`config.mk`:
```
export PLATFORM = sky130hd
export DESIGN_NAME = sdcd_decoder_flat
export DESIGN_NICKNAME = d
export VERILOG_FILES = /design/src/sdcd_pkg.sv /design/src/sdcd_bus_if.sv /design/src/sdcd_decoder.sv /design/src/flat_wrapper.sv
export SDC_FILE = /design/constraint.sdc
export NUM_CORES = 1
export LEC_CHECK = 0
export BUFFER_PORTS_ARGS = -buffer_cell sky130_fd_sc_hd__buf_2
export CORE_ASPECT_RATIO = 1.75
export CORE_MARGIN = 10
export CORE_UTILIZATION = 41
export CTS_BUF_LIST = sky130_fd_sc_hd__clkbuf_16
export DETAILED_ROUTE_END_ITERATION = 10
export MAX_ROUTING_LAYER = met4
export PLACE_DENSITY = 0.81
export REMOVE_ABC_BUFFERS = 1
export SLEW_MARGIN = 20
export SYNTH_ARGS = -nofsm -noshare
export SYNTH_HDL_FRONTEND = slang
export SYNTH_SLANG_ARGS = --single-unit
```
`constraint.sdc`:
```
create_clock -name clk -period 1.2 [get_ports clk]
set_input_delay 0.06 -clock clk [delete_from_list [all_inputs] [get_ports clk]]
set_output_delay 0.06 -clock clk [all_outputs]
set_load 0.05 [all_outputs]
```
`src/sdcd_pkg.sv`:
```
// package of the command decoder: command codes, field layout, timing counts
// assumes one clock at 250 MHz shared by decoder and controller ends
// Operation
// - decode only from strobes and CKE at edge
// - address field widths depend on device configuration
// - controller holds reset high in normal use
// - all strobes low, CKE high: mode register write
// - bank lines pick bank for bank commands
// - write strobe pattern; A10 precharge, A12 chop
// - read strobe pattern; same A10, A12 meaning
// - bursts never cut; length mode from register
// - fixed burst length ignores A12
// - no array refresh during power-down
// - ODT never affects decode; off in self refresh; odtEnable still follows ODT in the first cycle of self refresh
// - self refresh exit detected without clock qualification
// - no write for 512 cycles after self refresh
// - NOP registers nothing, ends nothing; decoder still loads cmdBank, cmdAddr, autoPre and burstLen every cycle
// - controller drives NOP when idle
// - deselect behaves exactly as NOP
// - controller drives valid inputs to defined levels
// - controller uses NOP only for power-down change
// - self refresh entry only with banks idle
package sdcd_pkg;
  localparam int BANK_W = 3;
  localparam int ADDR_W = 16;
  localparam int BURST_BC4 = 4;
  localparam int BURST_BL8 = 8;
  localparam int AUTO_PRE_BIT = 10;
  localparam int CHOP_BIT = 12;
  // burst tracker busy span in clocks
  localparam logic [2:0] BURST_CYC = 3'h4;
  // mode register 0 burst length field: 00 fixed BL8, 01 on the fly, 10 fixed BC4
  localparam logic [1:0] BL_FIXED8 = 2'h0;
  localparam logic [1:0] BL_OTF = 2'h1;
  localparam logic [1:0] BL_FIXED4 = 2'h2;
  localparam logic [2:0] MR0_SEL = 3'h0;
  localparam logic [1:0] MR0_BL_RESET = 2'h0;
  localparam int SRX_WRITE_GAP_NCK = 512;
  localparam int CLK_MHZ = 250;
  localparam int SRX_WRITE_GAP_CYC = SRX_WRITE_GAP_NCK;
  localparam logic [9:0] SRX_GAP_CNT = 10'(SRX_WRITE_GAP_CYC);

  typedef enum logic [11:0] {
    SDCD_NONE = 12'h000, SDCD_MRW = 12'h001, SDCD_REF = 12'h002, SDCD_SRE = 12'h004,
    SDCD_SRX = 12'h008, SDCD_PRE = 12'h010, SDCD_PREA = 12'h020, SDCD_ACT = 12'h040,
    SDCD_WR = 12'h080, SDCD_RD = 12'h100, SDCD_PDE = 12'h200, SDCD_PDX = 12'h400,
    SDCD_ZQ = 12'h800
  } sdcd_cmd_t;

  typedef enum logic [2:0] {
    SDCD_ST_ACTIVE = 3'h1, SDCD_ST_PDOWN = 3'h2, SDCD_ST_SREF = 3'h4
  } sdcd_state_t;
endpackage : sdcd_pkg

```
`src/sdcd_bus_if.sv`:
```
// interface: command bus from controller to decoder, shared clock
// assumes controller end drives every command pin
`timescale 1ns/1ps
interface sdcd_bus_if;
  import sdcd_pkg::*;
  logic cke;
  logic csN;
  logic rasN;
  logic casN;
  logic weN;
  logic odt;
  logic resetN;
  logic [BANK_W-1:0] ba;
  logic [ADDR_W-1:0] addr;
  modport ctrl (output cke, csN, rasN, casN, weN, odt, resetN, ba, addr);
  modport dev (input cke, csN, rasN, casN, weN, odt, resetN, ba, addr);
endinterface : sdcd_bus_if

```
`src/sdcd_decoder.sv`:
```
// device end: command decoder with burst tracker and power state
// assumes bus pins are synchronous to clk; resetN is sampled on clk like the others
`timescale 1ns/1ps
module sdcd_decoder (
  // clock and reset
  input wire logic clk,
  input wire logic nrst,
  // command bus
  sdcd_bus_if.dev bus,
  // decoded command
  output sdcd_pkg::sdcd_cmd_t cmd,
  output logic [sdcd_pkg::BANK_W-1:0] cmdBank,
  output logic [sdcd_pkg::ADDR_W-1:0] cmdAddr,
  output logic autoPre,
  output logic [3:0] burstLen,
  output logic zqLong,
  // status
  output logic burstBusy,
  output sdcd_pkg::sdcd_state_t powerState,
  output logic odtEnable
);
  import sdcd_pkg::*;

  // ***********************************
  // command decode
  // ***********************************
  logic ckePrev;
  logic [1:0] blMode;
  logic [2:0] burstCnt;
  sdcd_cmd_t next_cmd;
  logic sel;
  logic [2:0] strobes;
  logic srxAsync;

  assign sel = ~bus.csN;
  assign strobes = {bus.rasN, bus.casN, bus.weN};
  assign srxAsync = (powerState == SDCD_ST_SREF) & bus.cke;

  always_comb begin
    next_cmd = SDCD_NONE;
    if (ckePrev && bus.cke) begin
      if (sel) begin
        case (strobes)
          3'h0: next_cmd = SDCD_MRW;
          3'h1: next_cmd = SDCD_REF;
          3'h2: next_cmd = bus.addr[AUTO_PRE_BIT] ? SDCD_PREA : SDCD_PRE;
          3'h3: next_cmd = SDCD_ACT;
          3'h4: next_cmd = SDCD_WR;
          3'h5: next_cmd = SDCD_RD;
          3'h6: next_cmd = SDCD_ZQ;
          default: next_cmd = SDCD_NONE;
        endcase
      end
    end else if (ckePrev && !bus.cke) begin
      if (sel && strobes == 3'h1) begin
        next_cmd = SDCD_SRE;
      end else if (!sel || strobes == 3'h7) begin
        next_cmd = SDCD_PDE;
      end
    end else if (!ckePrev && bus.cke && (!sel || strobes == 3'h7)) begin
      if (powerState == SDCD_ST_SREF) begin
        next_cmd = SDCD_SRX;
      end else if (powerState == SDCD_ST_PDOWN) begin
        next_cmd = SDCD_PDX;
      end
    end
  end

  // ***********************************
  // registers
  // ***********************************
  always_ff @(posedge clk) begin
    if (!nrst || !bus.resetN) begin
      ckePrev <= 1'b0;
    end else begin
      ckePrev <= bus.cke;
    end
  end

  always_ff @(posedge clk) begin
    if (!nrst || !bus.resetN) begin
      cmd <= SDCD_NONE;
      zqLong <= 1'b0;
    end else begin
      cmd <= next_cmd;
      zqLong <= (next_cmd == SDCD_ZQ) & bus.addr[AUTO_PRE_BIT];
    end
  end

  // ***********************************
  // address capture
  // ***********************************
  always_ff @(posedge clk) begin
    if (!nrst || !bus.resetN) begin
      cmdBank <= '0;
      cmdAddr <= '0;
      autoPre <= 1'b0;
    end else begin
      cmdBank <= bus.ba;
      cmdAddr <= bus.addr;
      autoPre <= bus.addr[AUTO_PRE_BIT];
    end
  end

  // ***********************************
  // burst length
  // ***********************************
  always_ff @(posedge clk) begin
    if (!nrst || !bus.resetN) begin
      burstLen <= 4'h0;
    end else if (blMode == BL_OTF) begin
      burstLen <= bus.addr[CHOP_BIT] ? 4'(BURST_BL8) : 4'(BURST_BC4);
    end else begin
      burstLen <= (blMode == BL_FIXED4) ? 4'(BURST_BC4) : 4'(BURST_BL8);
    end
  end

  // ***********************************
  // mode register
  // ***********************************
  // burst mode from mode register
  always_ff @(posedge clk) begin
    if (!nrst || !bus.resetN) begin
      blMode <= MR0_BL_RESET;
    end else if (next_cmd == SDCD_MRW && bus.ba == MR0_SEL) begin
      blMode <= bus.addr[1:0];
    end
  end

  // ***********************************
  // burst tracker
  // ***********************************
  // burst runs to completion
  always_ff @(posedge clk) begin
    if (!nrst || !bus.resetN) begin
      burstCnt <= 3'h0;
      burstBusy <= 1'b0;
    end else if (((next_cmd == SDCD_RD) || (next_cmd == SDCD_WR)) && (burstCnt <= 3'h1)) begin
      // seamless start as the last beat ends
      burstCnt <= BURST_CYC;
      burstBusy <= 1'b1;
    end else if (burstCnt != 3'h0) begin
      burstCnt <= burstCnt - 3'h1;
      burstBusy <= (burstCnt != 3'h1);
    end else begin
      burstBusy <= 1'b0;
    end
  end

  // ***********************************
  // power state
  // ***********************************
  // no refresh kept in power-down
  always_ff @(posedge clk) begin
    if (!nrst || !bus.resetN) begin
      powerState <= SDCD_ST_ACTIVE;
    end else begin
      case (powerState)
        SDCD_ST_ACTIVE: begin
          if (next_cmd == SDCD_SRE) begin
            powerState <= SDCD_ST_SREF;
          end else if (next_cmd == SDCD_PDE) begin
            powerState <= SDCD_ST_PDOWN;
          end
        end
        SDCD_ST_PDOWN: begin
          if (next_cmd == SDCD_PDX) begin
            powerState <= SDCD_ST_ACTIVE;
          end
        end
        SDCD_ST_SREF: begin
          if (srxAsync) begin
            powerState <= SDCD_ST_ACTIVE;
          end
        end
        default: powerState <= SDCD_ST_ACTIVE;
      endcase
    end
  end

  // ***********************************
  // termination
  // ***********************************
  // odt off in self refresh after its first cycle
  always_ff @(posedge clk) begin
    if (!nrst || !bus.resetN) begin
      odtEnable <= 1'b0;
    end else begin
      odtEnable <= bus.odt & (powerState != SDCD_ST_SREF) & ~srxAsync;
    end
  end
endmodule : sdcd_decoder

```
`src/flat_wrapper.sv`:
```
// flat-port wrapper written by rule: the top's interface ports become plain ports
module sdcd_decoder_flat import sdcd_pkg::*;
  (clk, nrst, cmd, cmdBank, cmdAddr, autoPre, burstLen, zqLong, burstBusy, powerState, odtEnable, bus_cke, bus_csN, bus_rasN, bus_casN, bus_weN, bus_odt, bus_resetN, bus_ba, bus_addr);
  sdcd_bus_if bus_i ();
  input wire logic clk;
  input wire logic nrst;
  output sdcd_pkg::sdcd_cmd_t cmd;
  output logic [sdcd_pkg::BANK_W-1:0] cmdBank;
  output logic [sdcd_pkg::ADDR_W-1:0] cmdAddr;
  output logic autoPre;
  output logic [3:0] burstLen;
  output logic zqLong;
  output logic burstBusy;
  output sdcd_pkg::sdcd_state_t powerState;
  output logic odtEnable;
  input wire logic [$bits(bus_i.cke)-1:0] bus_cke;
  input wire logic [$bits(bus_i.csN)-1:0] bus_csN;
  input wire logic [$bits(bus_i.rasN)-1:0] bus_rasN;
  input wire logic [$bits(bus_i.casN)-1:0] bus_casN;
  input wire logic [$bits(bus_i.weN)-1:0] bus_weN;
  input wire logic [$bits(bus_i.odt)-1:0] bus_odt;
  input wire logic [$bits(bus_i.resetN)-1:0] bus_resetN;
  input wire logic [$bits(bus_i.ba)-1:0] bus_ba;
  input wire logic [$bits(bus_i.addr)-1:0] bus_addr;
  assign bus_i.cke = bus_cke;
  assign bus_i.csN = bus_csN;
  assign bus_i.rasN = bus_rasN;
  assign bus_i.casN = bus_casN;
  assign bus_i.weN = bus_weN;
  assign bus_i.odt = bus_odt;
  assign bus_i.resetN = bus_resetN;
  assign bus_i.ba = bus_ba;
  assign bus_i.addr = bus_addr;
  sdcd_decoder u_core (.clk(clk), .nrst(nrst), .bus(bus_i), .cmd(cmd), .cmdBank(cmdBank), .cmdAddr(cmdAddr), .autoPre(autoPre), .burstLen(burstLen), .zqLong(zqLong), .burstBusy(burstBusy), .powerState(powerState), .odtEnable(odtEnable));
endmodule
```
==> results of run 1 <==
[cell usage after synthesis (2+ instances only)]
library cell  count  area (um^2)
buf_4             3         22.5
ha_1              3         37.5
nor4b_1           2         17.5
dfxtp_1          45          901
nand2_1           5         18.8
nor3b_1           2         15.0
nor3_1            6         30.0
nor2b_1           2         12.5
and3_1           23          144
nand3_1           2         10.0
nand2b_1          3         18.8
mux2i_1           4         40.0
nor2_1           19         71.3
a21oi_1           4         20.0
o21a_1            2         15.0
inv_1             2         7.51
clkbuf_1          4         15.0
[area by class of cell]
type	instances	area [um^2]	share of cell area [%]
clock buffers	5	125	5.39
clock inverters	3	41.3	1.78
inverters	2	7.51	0.324
multi-input cells	93	686	29.6
flip-flops and latches	45	911	39.3
well taps	46	57.6	2.48
repair buffers	86	492	21.2
[per-layer routing]
metal	up-vias	part of all wire [%]	global-route usage (%)
met2	65	53	24.6
li1	666	-	-
met3	6	8.5	4.64
met5	-	0	-
met1	635	37	11.8
met4	0	1.6	5.83
[power by group through the flow]
stage	combinational, mW	clock (mW)	sequential, mW
CTS	0.351	1.52	1.54
global route	0.384	1.58	1.54
floorplan	0.0838	0	1.69
global placement	0.335	0	1.57
detailed placement	0.341	0	1.57
finish	0.358	1.51	1.54
[cell families after synthesis]
| family | share of synthesized area (%) |
|---|---|
| muxes | 2.59 |
| xor gates and xnor gates | 0.566 |
| DFF | 58.2 |
| and+or+nand+nor | 28.6 |
| other | 0.242 |
| AOI/OAI and AO/OA | 4.45 |
| buffers and inverters | 2.91 |
| adders and majority gates | 2.43 |
[worst max-delay path: cells and delay by family, from the launching register on]
kind / cells / cell delay (ns)
flops: 1 / 0.35
simple gates: 3 / 0.64
compound gates: 1 / 0.18
[sequential cells by signal, summed over array words and instances (netlist names), 2 cells and up]
name	cells
u_core.blMode	2
u_core.burstCnt	3
u_core.burstLen	2
u_core.cmd	12
u_core.cmdAddr	16
u_core.cmdBank	3
u_core.powerState	3
[repair_timing]
item	in CTS	in global routing
setup endpoints to repair	10	12
gates cloned	0	0
pin swaps	3	3
endpoints found under the hold margin	1	0
hold buffers	1	0
setup buffers	1	2
gates resized for setup	17	9
[stage by stage]
stage	instances	util (%)	worst slack [ns]	TNS, ns	total power, mW
3_5_place_dp	268	55.7	-0.137	-0.545	1.91
6_report	280	63.9	-0.0750	-0.307	3.40
3_3_place_gp	268	55.7	-0.122	-0.370	1.91
2_1_floorplan	140	-	-0.435	-1.42	1.77
5_1_grt	280	63.9	-0.109	-0.641	3.51
4_1_cts	278	62.3	-0.0267	-0.0739	3.41
[final timing paths]
kind,startpoint,endpoint,slack (ns)
max,u_core.powerState[1]$_SDFFE_PP0P_,u_core.powerState[0]$_SDFFE_PP1P_,-0.08
min,bus_addr[13],u_core.cmdAddr[13]$_SDFF_PP0_,0.02
max reg2reg,u_core.powerState[1]$_SDFFE_PP0P_,u_core.powerState[0]$_SDFFE_PP1P_,-0.08
min reg2reg,u_core.ckePrev$_SDFF_PP0_,u_core.cmd[3]$_SDFF_PP0_,0.57
==> metrics.txt, run 1 <==
vias in the first global route 1429; DR iter-0 viols 38; maximum clock frequency 0.784 GHz; Avg Synthesized Cell Area 10.6 um^2; io pins 70; number of port buffers 67; Logic pwr share 10.5%; worst hold slack 0.0158 ns; Skew-Pair Late Insertion Delay 0.28 ns; first-pass GRT wire length 6890 um; routed len/inst 16.2 um; GP Congestion 0.895; placed inst area 0.00202 mm^2; #FFs+latches synth 45; Worst Reg2Reg Path Length in Cells 4; number of vias per cell 4.90; crit-path cells or3b_4 -> nor2_4 -> nor3_2 -> o21ba_1; Sink Count 45; WP data arrival 1.45 ns; internal power 2.62 mW; Pins Over Slew Limit 0; peak supply drop 0.00105 V; WP data required 1.37 ns; layout cells sized above 1 49.6%; failing checks negative setup slack; grt total ovfl 0; final WL 4540 um; most common cell after layout, fill and taps aside buf_2; Post-DP HPWL 3300 um; clk_skew 0.00136 ns; drc violations 0; initial antenna violation count 0; EDFF count, synth 0; Vias 1372; register area share after synthesis 58.2%; Net Sw Frac 23.2%; CP max FO 4; Area Overhead vs Synth 49.9%; RSZ-0062 raised after global routing yes; largest net degree at the start of global routing 20; Final nets 264; synthesized cell area 0.00155 mm^2; post-synthesis cell type count 32; max_cap viols 0; final setup vio count 6; die area 0.00673 mm^2; drt pass-1 iters 4; core area 0.00363 mm^2; total global-route track usage 13.4%; Final Hold Violating Endpoints 0; Rows 29; Cells after Synth 146; hold-critical path depth 2; Setup crit end kind flip-flop; Post-Layout Inst Area 0.00232 mm^2; Period Utilization, post-route 106%; DIE WIDTH 66.4 um; H-tree depth 2; # fillers 288; clk root buf clkbuf_16; Main synth FF type dfxtp_1; Min-Delay Path Class input pin to flip-flop; most frequent cells in the layout buf_2, dfxtp_1, and3_1, nor2_1, buf_4; effective utilization at floorplan 42.7%; nature of the critical path startpoint flip-flop; WS Path Type flip-flop to flip-flop; static leakage 1.15 nW; CP peak stage delay 0.42 ns; Reg clk slew, reported paths 0.06 ns; Routed Antenna Nets 0; ys async rst share 0%; min Tclk post-route 1.28 ns; Die Y 101 um; Crit-path slowest cell or3b_4; Clock Path Buffers 2; pwr dens 1470 mW/mm^2; TritonCTS Buffers 5; clock share of power 44.4%; number of diodes 0; Net Switching 0.788 mW; Synthesis Warnings 0; Final WS setup -0.0750 ns; Seq pwr share 45.1%; status complete, but fails checks; CTS tree built
Power figures use the tool's default switching activity.
==> run 2: changes to the inputs <==
--- a/config.mk
+++ b/config.mk
@@ -6,7 +6,6 @@
 export NUM_CORES = 1
 export LEC_CHECK = 0
 export BUFFER_PORTS_ARGS = -buffer_cell sky130_fd_sc_hd__buf_2
-export CORE_ASPECT_RATIO = 1.75
 export CORE_MARGIN = 10
 export CORE_UTILIZATION = 41
 export CTS_BUF_LIST = sky130_fd_sc_hd__clkbuf_16
==> metrics.txt, run 2 (same netlist as run 1, synthesis figures left out) <==
GP Congestion 0.757; clk root buf clkbuf_16; final WL 4160 um; maximum clock frequency 0.814 GHz; effective utilization at floorplan 42.3%; layout cells sized above 1 48.3%; CP max FO 3; clk_skew 0.00348 ns; Crit-path slowest cell or3b_4; largest registers u_core.cmdAddr x16, u_core.cmd x12; Net Sw Frac 22.9%; min Tclk post-route 1.23 ns; DR iter-0 viols 42; drc violations 0; Net Switching 0.779 mW; placed inst area 0.00204 mm^2; Final Hold Violating Endpoints 0; Clock Path Buffers 2; GRT busiest layer met2; Seq pwr share 45.3%; Die Y 81.4 um; cell family with most CP delay simple AND/OR/NAND/NOR gates; Setup crit end kind flip-flop; DIE WIDTH 81.4 um; clock share of power 44.3%; routed len/inst 14.6 um; CP peak stage delay 0.42 ns; number of flip-flops under the largest register name 16; RSZ-0062 raised after global routing yes; most frequent cells in the layout buf_2, dfxtp_1, and3_1, buf_4, nor2_1; total global-route track usage 13.4%; nature of the critical path startpoint flip-flop; Buf/Inv on CP 0; Final Non-Filler Cells 284; Final nets 266; vias in the first global route 1426; Reg clk slew, reported paths 0.06 ns; Sink Count 45; failing checks negative setup slack; status complete, but fails checks; met1 Usage GRT 14.3%; peak supply drop 0.000985 V; Rows 22; pwr dens 1480 mW/mm^2; met2 Use GR 20.6%; io pins 70; Area Overhead vs Synth 48.7%; Min-Delay Path Class input pin to flip-flop; largest net degree at the start of global routing 20; die area 0.00663 mm^2; internal power 2.62 mW; first-pass GRT wire length 6650 um; CTS tree built; max_cap viols 0; Vias 1316; register bank with the most flops u_core.cmdAddr; final setup vio count 2; # fillers 307; grt total ovfl 0; grt met3 use 7.53%; WS Path Type flip-flop to flip-flop; Period Utilization, post-route 102%; Post-DP HPWL 3200 um; crit-path cells or3b_4 -> nor2_4 -> nor3_2 -> o21ba_1; number of vias per cell 4.63; Final WS setup -0.0289 ns; most common cell after layout, fill and taps aside buf_2; number of port buffers 67; H-tree depth 2; Logic pwr share 10.4%; WP data arrival 1.40 ns; TritonCTS Buffers 5; Routed Antenna Nets 0; number of diodes 0; DP Cell Count 273; Pins Over Slew Limit 0; drt pass-1 iters 3; initial antenna violation count 0; core area 0.00366 mm^2; Post-Layout Inst Area 0.00230 mm^2; Skew-Pair Late Insertion Delay 0.28 ns; WP data required 1.37 ns; static leakage 1.15 nW
-- run 2: cell count changes in the layout (fill, tap and decap cells not counted), moves of 2 or more --
cell and delta:
nor3_1 +3, buf_6 -2, buf_4 +4, dfxtp_4 -2, dfxtp_2 +2, nor3_2 -3
-- run 2: layer usage --
layer | share of wire [%] | vias to the layer above
li1 | - | 671
met1 | 41 | 579
met2 | 44 | 58
met3 | 13 | 8
met4 | 1.6 | 0
met5 | 0 | -
-- run 2: power by group through the flow --
stage,clock network [mW],registers [mW],logic (mW)
6_report,1.51,1.54,0.353
5_1_grt,1.62,1.54,0.383
4_1_cts,1.55,1.54,0.353
3_5_place_dp,0,1.57,0.346
3_3_place_gp,0,1.57,0.343
2_1_floorplan,0,1.69,0.0838
-- run 2: stage by stage --
step / setup slack [ns] / util, % / setup TNS [ns] / power (mW) / hold slack (ns)
finish: -0.0289 / 62.9 / -0.0377 / 3.40 / 0.00869
global route: -0.0766 / 62.9 / -0.461 / 3.54 / 0.0123
CTS: -0.00492 / 62.2 / -0.00492 / 3.44 / 0.00386
detailed placement: -0.102 / 55.8 / -0.271 / 1.92 / 0.251
global placement: -0.0883 / 55.8 / -0.200 / 1.91 / 0.250
floorplan: -0.435 / - / -1.42 / 1.77 / 0.137
-- run 2: final cells by class --
cell class                      instances  area [um^2]  area share [%]
Tap cell                               48         60.1            2.61
Sequential cell                        45          906            39.3
Inverter                                2         7.51           0.326
Timing Repair Buffer                   88          499            21.7
Clock buffer                            5          125            5.43
Clock inverter                          3         41.3            1.79
Multi-Input combinational cell         93          663            28.8
-- run 2: final timing paths --
kind,from,to,slack (ns),depth (start not counted)
min reg2reg,u_core.blMode[1]$_SDFFE_PP0P_,u_core.blMode[1]$_SDFFE_PP0P_,0.54,2
max,u_core.powerState[1]$_SDFFE_PP0P_,u_core.powerState[0]$_SDFFE_PP1P_,-0.03,4
min,bus_odt,u_core.odtEnable$_SDFF_PP0_,0.009,2
max reg2reg,u_core.powerState[1]$_SDFFE_PP0P_,u_core.powerState[0]$_SDFFE_PP1P_,-0.03,4
-- run 2: timing repair --
item | CTS | global route
setup buffers | 2 | 0
hold buffers | 1 | 0
pin swaps | 3 | 1
setup endpoints to repair | 6 | 12
endpoints found under the hold margin | 1 | 0
gates resized for setup | 10 | 7
-- run 2: worst reg2reg max path, cell delays in order, from the launching register on --
cell	delay (ns)
dfxtp_2	0.33
or3b_4	0.42
nor2_4	0.13
nor3_2	0.06
o21ba_1	0.17
